File: config.mk
export PLATFORM = sky130hd
export DESIGN_NAME = gpp_port
export DESIGN_NICKNAME = d
export VERILOG_FILES = /design/src/gpp_pkg.sv /design/src/gpp_port.sv
export VERILOG_INCLUDE_DIRS = /design/src /design/src/src
export SDC_FILE = /design/constraint.sdc
export NUM_CORES = 1
export LEC_CHECK = 0
export BUFFER_PORTS_ARGS = -buffer_cell sky130_fd_sc_hd__buf_2
export CAP_MARGIN = 5
export CORE_AREA = 2 2 395 397
export DETAILED_ROUTE_END_ITERATION = 8
export DIE_AREA = 0 0 397 399
export GPL_TIMING_DRIVEN = 0
export MAX_ROUTING_LAYER = met4
export PLACE_DENSITY = 0.37
export SLEW_MARGIN = 5
export SYNTH_ARGS = -nofsm -noshare
export SYNTH_HDL_FRONTEND = slang
export SYNTH_SLANG_ARGS = --single-unit
File: constraint.sdc
create_clock -name clk_i -period 2.7 [get_ports clk_i]
set_input_delay 0.27 -clock clk_i [delete_from_list [all_inputs] [get_ports clk_i]]
set_output_delay 0.27 -clock clk_i [all_outputs]
set_load 0.05 [all_outputs]
File: src/gpp_regs.svh
// gpp_regs.svh: register offsets, field widths and reset values of the port
// assumes: included by bare name from the port package and the port module
//
// Behaviour
// - mode field: 00 input, 01 output, 10 alternate function, 11 analog
// - pull field: 01 pull-up, 10 pull-down, 00 none; 11 reserved
// - output type 0 push-pull, 1 open-drain drives only low
// - output mode drives the pin from the output data bit
// - input data register samples every pin each clock cycle
// - after reset alternate functions idle, pins float, function select 0
// - debug pins reset to alternate function with their documented pulls
// - four-bit 16-way function select; pins 0-7 low, 8-15 high register
// - at most one peripheral function connected to a pin at once
// - enabled special functions override the standard pin configuration
// - registers accept word, half-word and byte accesses only
// - 16-bit output data read/write, input data read-only
// - set bit writes 1 sets output bit, reset bit clears it
// - zero written to set/reset register leaves output bits alone
// - set wins when one write both sets and clears a bit
// - set/reset acts once; direct output data writes always work
// - one set/reset write updates any bit mix atomically
// - output path can toggle a pin every two clock cycles
// - input mode ignores type and speed; pull 11 acts as no pull
// - speed field: x0 low, 01 medium, 11 high
// - correct lock sequence on bit 16 freezes flagged pins until reset
// - analog disables driver, pulls, input; input data reads 0

`ifndef GPP_REGS_SVH
`define GPP_REGS_SVH

// ----------------------------------------------------------------------------
// register byte offsets
// ----------------------------------------------------------------------------
`define GPP_OFF_MODE   8'h00
`define GPP_OFF_OTYPE  8'h04
`define GPP_OFF_SPEED  8'h08
`define GPP_OFF_PULL   8'h0c
`define GPP_OFF_IDR    8'h10
`define GPP_OFF_ODR    8'h14
`define GPP_OFF_BSC    8'h18
`define GPP_OFF_LOCK   8'h1c
`define GPP_OFF_AFL    8'h20
`define GPP_OFF_AFH    8'h24

// ----------------------------------------------------------------------------
// field layout and reset values
// ----------------------------------------------------------------------------
`define GPP_NPINS       16
`define GPP_NFUNC       16
`define GPP_LOCK_KEY    16
`define GPP_CLR_LSB     16
`define GPP_RST_MODE    32'ha800_0000
`define GPP_RST_SPEED   32'h0c00_0000
`define GPP_RST_PULL    32'h6400_0000
`define GPP_RST_ZERO    32'h0000_0000
`define GPP_SIZE_WORD   3'h2

`endif

File: src/gpp_pkg.sv
// gpp_pkg.sv: types shared by the port logic
// assumes: gpp_regs.svh is on the include path

package gpp_pkg;
  `include "gpp_regs.svh"

  // pin mode codes
  typedef enum logic [1:0] {
    GPP_MODE_IN  = 2'h0,
    GPP_MODE_OUT = 2'h1,
    GPP_MODE_AF  = 2'h2,
    GPP_MODE_ANA = 2'h3
  } gpp_mode_e;

  // lock sequence states, gray along the path
  typedef enum logic [1:0] {
    GPP_LK_IDLE = 2'h0,
    GPP_LK_ONE  = 2'h1,
    GPP_LK_ZERO = 2'h3,
    GPP_LK_DONE = 2'h2
  } gpp_lock_e;

  // decoded drive strength per pin
  typedef enum logic [1:0] {
    GPP_SPD_LOW  = 2'h0,
    GPP_SPD_MED  = 2'h1,
    GPP_SPD_HIGH = 2'h2
  } gpp_speed_e;
endpackage : gpp_pkg

File: src/gpp_port.sv
// gpp_port.sv: sixteen-pin port with alternate function multiplexer
// assumes: AHB-Lite slave on clk_i, pad inputs asynchronous to clk_i,
//          pad drivers and pull resistors built outside from the enables

`timescale 1ns/1ps
`default_nettype none

`include "gpp_regs.svh"

module gpp_port
  import gpp_pkg::*;
#(
  parameter logic [31:0] MODE_RST  = `GPP_RST_MODE,
  parameter logic [31:0] SPEED_RST = `GPP_RST_SPEED,
  parameter logic [31:0] PULL_RST  = `GPP_RST_PULL
) (
  // clock and reset
  input  wire logic         clk_i,
  input  wire logic         rst_n_i,
  // AHB-Lite slave
  input  wire logic         hsel_i,
  input  wire logic [7:0]   haddr_i,
  input  wire logic [1:0]   htrans_i,
  input  wire logic         hwrite_i,
  input  wire logic [2:0]   hsize_i,
  input  wire logic [31:0]  hwdata_i,
  input  wire logic         hready_i,
  output logic [31:0]       hrdata_o,
  output logic              hreadyout_o,
  output logic              hresp_o,
  // pads
  input  wire logic [15:0]  pad_in_i,
  output logic [15:0]       pad_out_o,
  output logic [15:0]       pad_oe_o,
  output logic [15:0]       pull_up_o,
  output logic [15:0]       pull_down_o,
  output logic [15:0]       analog_en_o,
  output logic [31:0]       speed_o,
  // peripheral alternate functions, 16 per pin, pin-major
  input  wire logic [255:0] af_out_data_i,
  input  wire logic [255:0] af_out_en_i,
  output logic [255:0]      af_in_o,
  // special function override (clock, wake-up, oscillator)
  input  wire logic [15:0]  sf_en_i,
  input  wire logic [15:0]  sf_out_i,
  input  wire logic [15:0]  sf_oe_i
);

  // --------------------------------------------------------------------------
  // state
  // --------------------------------------------------------------------------
  logic [31:0] mode_r, speed_r, pull_r, afl_r, afh_r;
  logic [15:0] otype_r, odr_r, idr_r, key_r;
  logic [15:0] sync1_r, sync2_r, sync3_r;
  gpp_lock_e   lock_r, lock_nxt;
  logic        dph_r, dwr_r;
  logic [7:0]  daddr_r;
  logic [3:0]  dbe_r;

  // --------------------------------------------------------------------------
  // AHB address phase and byte lanes
  // --------------------------------------------------------------------------
  wire        aph_go  = hsel_i & htrans_i[1] & hready_i;
  wire        sz_b    = (hsize_i == 3'h0);
  wire        sz_h    = (hsize_i == 3'h1);
  wire        sz_w    = (hsize_i == `GPP_SIZE_WORD);
  wire  [3:0] be_b    = 4'h1 << haddr_i[1:0];
  wire  [3:0] be_h    = haddr_i[1] ? 4'hc : 4'h3;
  // larger sizes select no lane and are ignored
  wire  [3:0] be_a    = sz_w ? 4'hf : (sz_h ? be_h : (sz_b ? be_b : 4'h0));

  // capture the address phase for the data phase
  always_ff @(posedge clk_i or negedge rst_n_i) begin
    if (!rst_n_i) begin
      dph_r   <= 1'b0;
      dwr_r   <= 1'b0;
      daddr_r <= 8'h00;
      dbe_r   <= 4'h0;
    end else if (hready_i) begin
      dph_r   <= aph_go;
      dwr_r   <= aph_go & hwrite_i;
      daddr_r <= {haddr_i[7:2], 2'h0};
      dbe_r   <= be_a;
    end
  end

  // zero wait states, never an error; unmapped reads as zero
  assign hreadyout_o = 1'b1;
  assign hresp_o     = 1'b0;

  // --------------------------------------------------------------------------
  // write decode and lane mask
  // --------------------------------------------------------------------------
  wire [31:0] wm      = {{8{dbe_r[3]}}, {8{dbe_r[2]}}, {8{dbe_r[1]}}, {8{dbe_r[0]}}};
  wire        we_mode = dwr_r & (daddr_r == `GPP_OFF_MODE);
  wire        we_otyp = dwr_r & (daddr_r == `GPP_OFF_OTYPE);
  wire        we_spd  = dwr_r & (daddr_r == `GPP_OFF_SPEED);
  wire        we_pull = dwr_r & (daddr_r == `GPP_OFF_PULL);
  wire        we_odr  = dwr_r & (daddr_r == `GPP_OFF_ODR);
  wire        we_bsc  = dwr_r & (daddr_r == `GPP_OFF_BSC);
  wire        we_lock = dwr_r & (daddr_r == `GPP_OFF_LOCK);
  wire        we_afl  = dwr_r & (daddr_r == `GPP_OFF_AFL);
  wire        we_afh  = dwr_r & (daddr_r == `GPP_OFF_AFH);

  // --------------------------------------------------------------------------
  // freeze masks from the lock key
  // --------------------------------------------------------------------------
  wire        locked  = (lock_r == GPP_LK_DONE);
  wire [15:0] frz1    = locked ? key_r : 16'h0000;
  logic [31:0] frz2;
  logic [63:0] frz4;
  always_comb begin
    for (int p = 0; p < `GPP_NPINS; p++) begin
      frz2[2*p +: 2] = {2{frz1[p]}};
      frz4[4*p +: 4] = {4{frz1[p]}};
    end
  end

  // lane merge leaving frozen bits untouched
  function automatic logic [31:0] merge(input logic [31:0] old, input logic [31:0] wd,
                                        input logic [31:0] m, input logic [31:0] frz);
    logic [31:0] k;
    k = m & ~frz;
    merge = (old & ~k) | (wd & k);
  endfunction : merge

  // --------------------------------------------------------------------------
  // configuration registers
  // --------------------------------------------------------------------------
  wire [31:0] mode_nxt  = we_mode ? merge(mode_r, hwdata_i, wm, frz2) : mode_r;
  wire [31:0] spd_nxt   = we_spd  ? merge(speed_r, hwdata_i, wm, frz2) : speed_r;
  wire [31:0] pull_nxt  = we_pull ? merge(pull_r, hwdata_i, wm, frz2) : pull_r;
  wire [31:0] otyp_full = merge({16'h0000, otype_r}, hwdata_i, wm, {16'h0000, frz1});
  wire [15:0] otyp_nxt  = we_otyp ? otyp_full[15:0] : otype_r;
  wire [31:0] afl_nxt   = we_afl  ? merge(afl_r, hwdata_i, wm, frz4[31:0]) : afl_r;
  wire [31:0] afh_nxt   = we_afh  ? merge(afh_r, hwdata_i, wm, frz4[63:32]) : afh_r;

  // reset leaves debug pins in their alternate function, select 0
  always_ff @(posedge clk_i or negedge rst_n_i) begin
    if (!rst_n_i) begin
      mode_r  <= MODE_RST;
      speed_r <= SPEED_RST;
      pull_r  <= PULL_RST;
      otype_r <= 16'h0000;
      afl_r   <= `GPP_RST_ZERO;
      afh_r   <= `GPP_RST_ZERO;
    end else begin
      mode_r  <= mode_nxt;
      speed_r <= spd_nxt;
      pull_r  <= pull_nxt;
      otype_r <= otyp_nxt;
      afl_r   <= afl_nxt;
      afh_r   <= afh_nxt;
    end
  end

  // --------------------------------------------------------------------------
  // output data with set/clear port
  // --------------------------------------------------------------------------
  wire [15:0] bs_set  = we_bsc ? (hwdata_i[15:0] & wm[15:0]) : 16'h0000;
  wire [15:0] bs_clr  = we_bsc ? (hwdata_i[31:16] & wm[31:16]) : 16'h0000;
  wire [31:0] odr_mrg = merge({16'h0000, odr_r}, hwdata_i, wm, `GPP_RST_ZERO);
  wire [15:0] odr_dir = we_odr ? odr_mrg[15:0] : odr_r;
  // zeros change nothing, set beats clear, one write covers all bits
  wire [15:0] odr_nxt = (odr_dir & ~bs_clr) | bs_set;

  // one write per cycle lets a pin flip every second cycle or faster
  always_ff @(posedge clk_i or negedge rst_n_i) begin
    if (!rst_n_i) odr_r <= 16'h0000;
    else          odr_r <= odr_nxt;
  end

  // --------------------------------------------------------------------------
  // lock sequence: key with bit 16 set, cleared, set again, same key
  // --------------------------------------------------------------------------
  wire        lk_word = we_lock & (dbe_r == 4'hf);
  wire        lk_same = (hwdata_i[15:0] == key_r);
  wire        lk_bit  = hwdata_i[`GPP_LOCK_KEY];

  // a wrong step drops back to idle
  always_comb begin
    lock_nxt = lock_r;
    case (lock_r)
      GPP_LK_IDLE: if (lk_word) lock_nxt = lk_bit ? GPP_LK_ONE : GPP_LK_IDLE;
      GPP_LK_ONE:  if (lk_word) lock_nxt = (!lk_bit && lk_same) ? GPP_LK_ZERO : GPP_LK_IDLE;
      GPP_LK_ZERO: if (lk_word) lock_nxt = (lk_bit && lk_same) ? GPP_LK_DONE : GPP_LK_IDLE;
      GPP_LK_DONE: lock_nxt = GPP_LK_DONE;
      default:     lock_nxt = GPP_LK_IDLE;
    endcase
  end

  // key follows word writes until the port locks
  always_ff @(posedge clk_i or negedge rst_n_i) begin
    if (!rst_n_i) begin
      lock_r <= GPP_LK_IDLE;
      key_r  <= 16'h0000;
    end else begin
      lock_r <= lock_nxt;
      if (lk_word && !locked) key_r <= hwdata_i[15:0];
    end
  end

  // --------------------------------------------------------------------------
  // read mux
  // --------------------------------------------------------------------------
  wire [31:0] rd_lock = {15'h0000, locked, key_r};
  always_comb begin
    hrdata_o = 32'h0000_0000;
    if (dph_r && !dwr_r) begin
      case (daddr_r)
        `GPP_OFF_MODE:  hrdata_o = mode_r;
        `GPP_OFF_OTYPE: hrdata_o = {16'h0000, otype_r};
        `GPP_OFF_SPEED: hrdata_o = speed_r;
        `GPP_OFF_PULL:  hrdata_o = pull_r;
        `GPP_OFF_IDR:   hrdata_o = {16'h0000, idr_r};
        `GPP_OFF_ODR:   hrdata_o = {16'h0000, odr_r};
        `GPP_OFF_LOCK:  hrdata_o = rd_lock;
        `GPP_OFF_AFL:   hrdata_o = afl_r;
        `GPP_OFF_AFH:   hrdata_o = afh_r;
        default:        hrdata_o = 32'h0000_0000;
      endcase
    end
  end

  // --------------------------------------------------------------------------
  // pad input synchroniser and input data capture
  // --------------------------------------------------------------------------
  logic [15:0] ana_v, out_v, af_v;
  wire  [15:0] stable  = ~(sync2_r ^ sync3_r);
  wire  [15:0] idr_nxt = ((stable & sync3_r) | (~stable & idr_r)) & ~ana_v;

  // sample every cycle; a change counts once stages two and three agree
  always_ff @(posedge clk_i or negedge rst_n_i) begin
    if (!rst_n_i) begin
      sync1_r <= 16'h0000;
      sync2_r <= 16'h0000;
      sync3_r <= 16'h0000;
      idr_r   <= 16'h0000;
    end else begin
      sync1_r <= pad_in_i;
      sync2_r <= sync1_r;
      sync3_r <= sync2_r;
      idr_r   <= idr_nxt;
    end
  end

  // --------------------------------------------------------------------------
  // per-pin mode, driver, pulls, speed and function multiplexer
  // --------------------------------------------------------------------------
  for (genvar i = 0; i < `GPP_NPINS; i++) begin : g_pin
    wire [1:0]  md   = mode_r[2*i +: 2];
    wire [1:0]  pc   = pull_r[2*i +: 2];
    wire [1:0]  sp   = speed_r[2*i +: 2];
    wire [3:0]  fsel = (i < 8) ? afl_r[4*(i%8) +: 4] : afh_r[4*(i%8) +: 4];
    wire        afd  = af_out_data_i[16*i + fsel];
    wire        afe  = af_out_en_i[16*i + fsel];
    wire        isou = (md == GPP_MODE_OUT);
    wire        isaf = (md == GPP_MODE_AF);
    wire        isan = (md == GPP_MODE_ANA);
    wire        dval = isou ? odr_r[i] : afd;
    wire        den  = isou | (isaf & afe);
    // open-drain drives only a low level
    wire        sdoe = den & (~otype_r[i] | ~dval);
    wire        sdo  = dval & ~otype_r[i];
    wire        dig  = ~isan & ~sf_en_i[i];

    assign ana_v[i]       = isan;
    assign out_v[i]       = isou;
    assign af_v[i]        = isaf;
    // special function takes the pin over
    assign pad_oe_o[i]    = sf_en_i[i] ? sf_oe_i[i] : sdoe;
    assign pad_out_o[i]   = sf_en_i[i] ? sf_out_i[i] : sdo;
    // reserved pull code gives no pull; analog drops both
    assign pull_up_o[i]   = dig & (pc == 2'h1);
    assign pull_down_o[i] = dig & (pc == 2'h2);
    assign analog_en_o[i] = isan & ~sf_en_i[i];
    // speed only matters while the pin can drive
    assign speed_o[2*i +: 2] = (!(isou | isaf) || !sp[0]) ? GPP_SPD_LOW :
                               (sp[1] ? GPP_SPD_HIGH : GPP_SPD_MED);

    // route the pin only to the one selected function
    for (genvar k = 0; k < `GPP_NFUNC; k++) begin : g_fn
      assign af_in_o[16*i + k] = isaf & (fsel == k) & idr_r[i];
    end

  end
endmodule : gpp_port

`default_nettype wire

== Word-level counts from Yosys, hierarchy flattened ==
Cells that the tools add are included.
Storage, ports and cells
  register bits after elaboration: 286
  word-level logic and storage cells: 1418
  output and inout port bits: 402
  input bits: 626
Operators by class
  reduce and logical (&&, ||, !) cells: 75
  equality and inequality tests: 339
  muxes and demuxes: 161
  add/subtract/negate cells: 15
  $lt $le $gt $ge: 16
  bitwise gates (word level): 794
  shifts and indexed selects: 1
Operators by type and width (count)
  1-bit AND: 637
  4-bit equality test (second input constant): 129
  32-bit AND: 11
  32-bit case mux with 9 select lines: 1
  4-bit by 3-bit equality test with 1-bit output (second input constant): 64
  1-bit binary-select mux with 8-bit select: 30
  32-bit inverter: 6
  16-bit AND: 11
  32-bit bitwise OR: 5
  4-bit by 2-bit equality test with 1-bit output (second input constant): 32
  16-bit inverter: 7
  2-bit equality test (second input constant): 50
  1-bit 2-to-1 mux: 81
  2-bit 2-to-1 mux: 37
  8-bit by 4-bit adder with 9-bit output (first input constant): 8
  9-bit less-than comparator (second input constant): 8
  2-bit by 1-bit equality test with 1-bit output (second input constant): 33
  4-bit by 1-bit equality test with 1-bit output (second input constant): 16
  4-bit zero test: 16
  16-bit 2-to-1 mux: 4
  1-bit inverter: 64
  16-bit bitwise OR: 4
  1-bit bitwise OR: 48
  8-bit by 9-bit less-than comparator with 1-bit output (second input constant): 4
  27 further kinds: 95

== Depth between registers and ports, before layout ==
Gate-level depths: netlist (run 1).
  word-level depth: 8
  mapped depth: 8
  gate-level depth less buffers: 7

== Worst setup path after synthesis (run 1) ==
Ideal clock, no wire load.
  path kind: flip-flop to output port
  from: reg (tool-made name)
  to: out pad_oe_o[10]
  cell stages (with the launch flop): 7
  data required time: 2430 ps
  slack: -338 ps
  arrival: 2768 ps
  path buffers: 1
  cell sequence: dfrtp_1 > buf_4 > mux2_2 > o311ai_0 > a221oi_1 > a221o_1 > a221oi_1
RTL lines
  end, declared: RTL line gpp_port.sv:34  | output logic [15:0] pad_oe_o,

== Worst setup path after layout (run 1) ==
  from: reg daddr_r[4]
  to: out hrdata_o[27]
On the way
  longest elaborated chain between the ends: 3
  elaborated cells on any way between the ends: 11
  classes of those cells: eq/ne: 8; mux: 2; reduce/logical: 1
RTL lines
  start, declared: RTL line gpp_port.sv:57  | logic [7:0] daddr_r;
  start signal, assigned: RTL line gpp_port.sv:82  | daddr_r <= {haddr_i[7:2], 2'h0};
  6-bit by 4-bit equality test with 1-bit output, or another cell as far along: RTL line gpp_port.sv:210  | case (daddr_r)
  32-bit case mux with 9 select lines *: RTL line gpp_port.sv:210
  32-bit 2-to-1 mux *: RTL line gpp_port.sv:209  | if (dph_r && !dwr_r) begin
  end, declared: RTL line gpp_port.sv:28  | output logic [31:0] hrdata_o,
Every way passes the cells marked *; elsewhere a longest branch is shown, timed or not.

==> impl_metrics.ini, run 1 <==
[critical_path]
cp-end-kind = output port
r2r_start = lock_r[0]
r2r_cells = 6
reg2reg_slack_ps = 120
crit_fanout = 7
worst_ep_required_time_ps = 2430
arrival_ps = 2830
critical_path_class = reg -> out
startpoint_type = register

[sta]
drv_slew = 0
rsz0062_at_grt = true
hold_violations = 0
fin_crit_sh_pct = 114.7
slew_headroom_pct = 36.48
finalSetupViolations = 54
clock-skew-final_ps = 37.41
worst_slack_ps = -395.7
fin_setup_tns_ps = -13310
hold_ws_ps = 88.96
tightest_slew_ps = 952.8
fmaxAchievable_ghz = 0.3230
fin_crit_ps = 3096

[clock_network]
htree_levels = 2
cts_root_buf = clkbuf_16
clk_latency_ps = 630
cts_tree = done
clkTransAtPathRegs_ps = 60
numCtsBuffers = 43
cts_max_path_buffers = 3
cts.sinks = 286

[layout]
regArea_sq_um = 7198
stdcell_count = 5477
drive_gt1_share_pct = 53.21
num-fill-cells = 16950
design_area_sq_um = 34350
final_util_pct = 22.35
multiInputGateArea_sq_um = 14500
nets = 4046
area_delta_synth_final_pct = 61.20

[yosys]
synth_most_common_cell = nor2_1
ys_ff_latch = 286
async_flop_share_pct = 100.0
synth_nets = 2891
synth_ff_type = dfrtp_1
ys_types = 63
synthCells = 2217
synth_area_leader_cell = dfrtp_1
synth_area_sq_um = 21310
synth_edf_count = 0
synth_common_cells = nor2_1 (281), dfrtp_1 (278), mux2_2 (224)
synth_top_area_share_pct = 32.65
ys_seq_area_share_pct = 33.64
syn_avg_cell_area_sq_um = 9.611
synthTopCellsByArea = dfrtp_1 (33%), mux2_2 (12%), mux4_2 (7.4%)
ys_warn_count = 0

[floorplanning]
num_rows = 144
start_util_pct = 13.86
fp.dieW_microns = 397
fp.dieH_microns = 399
die-area_sq_um = 158400
pin_count = 1028
coreArea_sq_um = 153700

[pwr]
power_density_nw_per_um2 = 416.7
leakage_nw = 15.17
power_mw = 14.31
ir_drop_v = 0.0004069

[placed_design]
gp_congestion = 0.9467
dpl.hpwl_microns = 122600
port_buffers = 992
placed_area_sq_um = 29020
place_ws_ps = -1148
placedCellCount = 5257

[worst_hold_path]
min_path_cells = 2
hp-class = in -> reg
worstHoldStart = hwdata_i[21]

[route]
vias = 23664
first_iter_violations = 1644
viasPerCell = 4.321
routedWlPerCell_microns = 27.66
dr.pass1.iters = 5
drcViolationCount = 0
drtAntennaViolNets = 0
wl_microns = 151500

[grt]
grt_max_degree = 93
antenna_found_initial = 45
grt_overflow = 0
grt_pass1_vias = 23821
track_usage_pct = 18.79
grt_pass1_wl_microns = 200300

[run_status]
violations = negative setup slack
outcome = complete, but fails checks

[job]
maxCapViolCount = 0
==> kinds of logic after synthesis <==
kind of cell | count (synthesis) | share of synthesized area (%)
DFF | 286 | 33.64
adders and majority gates | 48 | 2.819
muxes | 451 | 26.64
AOI/OAI and AO/OA | 350 | 12.03
buffers and inverters | 250 | 4.839
and+or+nand+nor | 814 | 19.34
xor gates and xnor gates | 16 | 0.6577
other | 2 | 0.03525
==> report_power, final <==
part           switching [mW]  total, mW  internal, mW  leakage, nW
logic                    1.90       3.39          1.49         10.8
registers               0.379       4.88          4.50         3.63
clock network            2.43       6.04          3.61        0.719
total                    4.71       14.3          9.60         15.2
==> layout make-up <==
cell class	instances	share of cell area, %
clock inverter	13	0.5282
tap	2044	7.446
inverter	73	0.8051
sequential	286	20.96
multi-input combinational	1681	42.23
buffer	163	4.117
antenna	26	0.1894
timing repair buffer	1124	19.96
clock buffer	67	3.774
==> per-layer routing <==
metal  wire, microns  track usage [%]  part of all wire (%)  up-vias
met5               0                -                     0        -
met2           76460            32.54                    50      916
met4            3323            4.169                   2.2        0
met1           62820            22.86                    41    11991
met3            8900            2.928                   5.9      138
li1                -                -                     -    10619
==> placed cells by master (no fill, tap or decap), types with 68 or more instances in the layout <==
master   Yosys  final
dfrtp_1    278    253
buf_6        1    103
buf_2       50    878
nor2_1     281    273
a21oi_1     69     68
mux2i_1    152    118
mux4_2      70     70
nand2_1    174    166
buf_4        6    120
inv_1       73     71
mux2_2     224    208
==> what timing repair did <==
action | 4_1_cts | 5_1_grt
setup endpoints to repair | 365 | 161
gates resized for setup | 570 | 203
buffers inserted | 55 | 32
cloned | 6 | 0
hold buffers | 38 | 0
endpoints found under the hold margin | 308 | 0
pin swaps | 57 | 53
==> critical path: stages (launching register included) <==
cell and delay (ps):
dfrtp_2 450, or4b_4 590, nor2b_4 200, buf_12 180, buf_16 160, buf_12 120, a222oi_1 60, a21oi_1 210
buf_6 200
==> how the worst max path moves through the flow <==
stage / from / endpoint / depth (start not counted)
finish: daddr_r[4] / hrdata_o[27] / 8
global route: daddr_r[4] / hrdata_o[8] / 8
CTS: daddr_r[4] / hrdata_o[17] / 7
detailed placement: daddr_r[4] / hrdata_o[24] / 6
global placement: rst_n_i / asynchronous set/reset pin / 1
floorplan: daddr_r[4] / hrdata_o[12] / 6
No activity file was read; power rests on OpenSTA's default activity.
==> inputs of run 2 (changes only) <==
--- a/config.mk
+++ b/config.mk
@@ -14,6 +14,7 @@
 export GPL_TIMING_DRIVEN = 0
 export MAX_ROUTING_LAYER = met4
 export PLACE_DENSITY = 0.37
+export SKIP_CTS_REPAIR_TIMING = 1
 export SLEW_MARGIN = 5
 export SYNTH_ARGS = -nofsm -noshare
 export SYNTH_HDL_FRONTEND = slang
==> run 2 against run 1 <==
  * The flow still finishes with violations (negative setup slack)
  * Critical path type unchanged
  * Total power shrank 0.15%
  * Setup slack lost 120 ps
  * Largest cell class unchanged
  * Wire length shrank 0.18%
  * Critical path depth shrank 1
  * First-iteration DRC count shrank 7.8%
  * Clock skew grew 7.0 ps
  * Register-to-register slack lost 80 ps
  * Flip-flop and latch count is the same
  * Hold slack lost 76 ps
  * Cell area shrank 0.50%
  * Cell count is essentially flat
  * Clock power is essentially flat
==> impl_metrics.ini, run 2 (synthesis gave the netlist of run 1 again) <==
[run_status]
outcome = complete, but fails checks
violations = negative setup slack

[critical_path]
cp-end-kind = output port
startpoint_type = register
critical_path_class = reg -> out
reg2reg_slack_ps = 40
arrival_ps = 2940
r2r_start = lock_r[0]
worst_ep_required_time_ps = 2430
crit_start = daddr_r[6]
crit_fanout = 8

[clock_network]
numCtsBuffers = 43
cts.sinks = 286
clk_latency_ps = 630
htree_levels = 2
cts_root_buf = clkbuf_16
clkTransAtPathRegs_ps = 60
cts_max_path_buffers = 3
cts_tree = done

[route]
vias = 23559
viasPerCell = 4.300
dr.pass1.iters = 5
wl_microns = 151200
highest_layer = met4
wirelength_met1_microns = 62480
wl_met2_microns = 75700
drtAntennaViolNets = 0
drcViolationCount = 0
routedWlPerCell_microns = 27.60
first_iter_violations = 1516
met3_length_microns = 9162

[pwr]
sw_frac_of_total_pct = 32.91
seq_power_share_pct = 34.2
ir_drop_v = 0.0004086
leakage_nw = 15.12
combPwrFrac_pct = 23.6
power_density_nw_per_um2 = 418.2
switchingPower_mw = 4.704
clkPwrFrac_pct = 42.3
internal_power_mw = 9.587

[layout]
stdcell_count = 5479
area_delta_synth_final_pct = 60.40
nets = 4044
final_common_cell = buf_2
final_cell_mix = buf_2 (886), nor2_1 (270), dfrtp_1 (253)
drive_gt1_share_pct = 53.01
final_util_pct = 22.24
design_area_sq_um = 34180

[placed_design]
placedCellCount = 5257
placed_area_sq_um = 29020
port_buffers = 992
dpl.hpwl_microns = 122600
gp_congestion = 0.9467

[sta]
fmaxAchievable_ghz = 0.3112
finalSetupViolations = 56
rsz0062_at_grt = true
clock-skew-final_ps = 44.38
drv_slew = 0
slew_headroom_pct = 35.84
fin_crit_ps = 3213
fin_crit_sh_pct = 119.0
tightest_slew_ps = 962.4
hold_violations = 0
worst_slack_ps = -513.5
hold_ws_ps = 13.42

[worst_hold_path]
hp-class = in -> reg
worstHoldStart = hsel_i

[floorplanning]
pin_count = 1028
fp.dieH_microns = 399
start_util_pct = 13.86
fp.dieW_microns = 397
num_rows = 144
coreArea_sq_um = 153700
die-area_sq_um = 158400

[job]
maxCapViolCount = 0

[grt]
grt_pass1_wl_microns = 195700
antenna_found_initial = 50
track_usage_pct = 18.42
grt_pass1_vias = 23167
grt_max_degree = 93
grt_overflow = 0
run 2: cell count changes in the layout (fill, tap and decap cells not counted), sizes merged:
cell	previous run	this run
dlygate4sd3	38	30
clkbuf	176	192
diode	26	30
buf	1140	1130
run 2: critical path: stages, from the launching register on:
cell and delay, ps:
dfrtp_1 480, or4b_4 570, nor3_4 250, buf_8 200
buf_12 150, a222oi_1 180, a21oi_1 250, buf_6 210
run 2: through the flow:
step	setup WS, ps	power [mW]	TNS, ps
2_1_floorplan	21.31	6.263	0
3_3_place_gp	-5325	7.745	-1540460
3_5_place_dp	-1148	7.778	-56840
4_1_cts	-1873	14.05	-147940
5_1_grt	-624.8	14.97	-24150
6_report	-513.5	14.29	-17060
run 2: layout make-up:
cell class,instances,area (sq um)
clock inverters,13,181.4
plain buffers,162,1318
multi-input cells,1681,14380
fillers,17032,119500
clock buffers,67,1296
flip-flops and latches,286,7198
inverters,73,276.5
well taps,2044,2557
diodes,30,75.07
repair buffers,1123,6894
run 2: final timing paths:
check	endpoint	cells past startpoint
worst max-delay path	hrdata_o[18]	7
worst min-delay path	dwr_r	3
worst max register to register	register	6
worst min register to register	sync2_r[14]	0
max in group asynchronous	asynchronous set/reset pin	3
min in group asynchronous	sync1_r[13]	2
run 2: power by group through the flow:
stage               sequential, mW  combinational, mW  clock, mW
floorplan                     4.71               1.55          0
global placement              4.90               2.84          0
detailed placement            4.90               2.88          0
CTS                           4.83               2.89       6.33
global route                  4.92               3.59       6.47
finish                        4.88               3.37       6.04
run 2: metal layers:
| layer | GRT usage [%] | vias to the layer above |
|---|---|---|
| met5 | - | - |
| met4 | 3.972 | 0 |
| met3 | 3.392 | 165 |
| met2 | 31.85 | 894 |
| met1 | 22.20 | 11884 |
| li1 | - | 10616 |
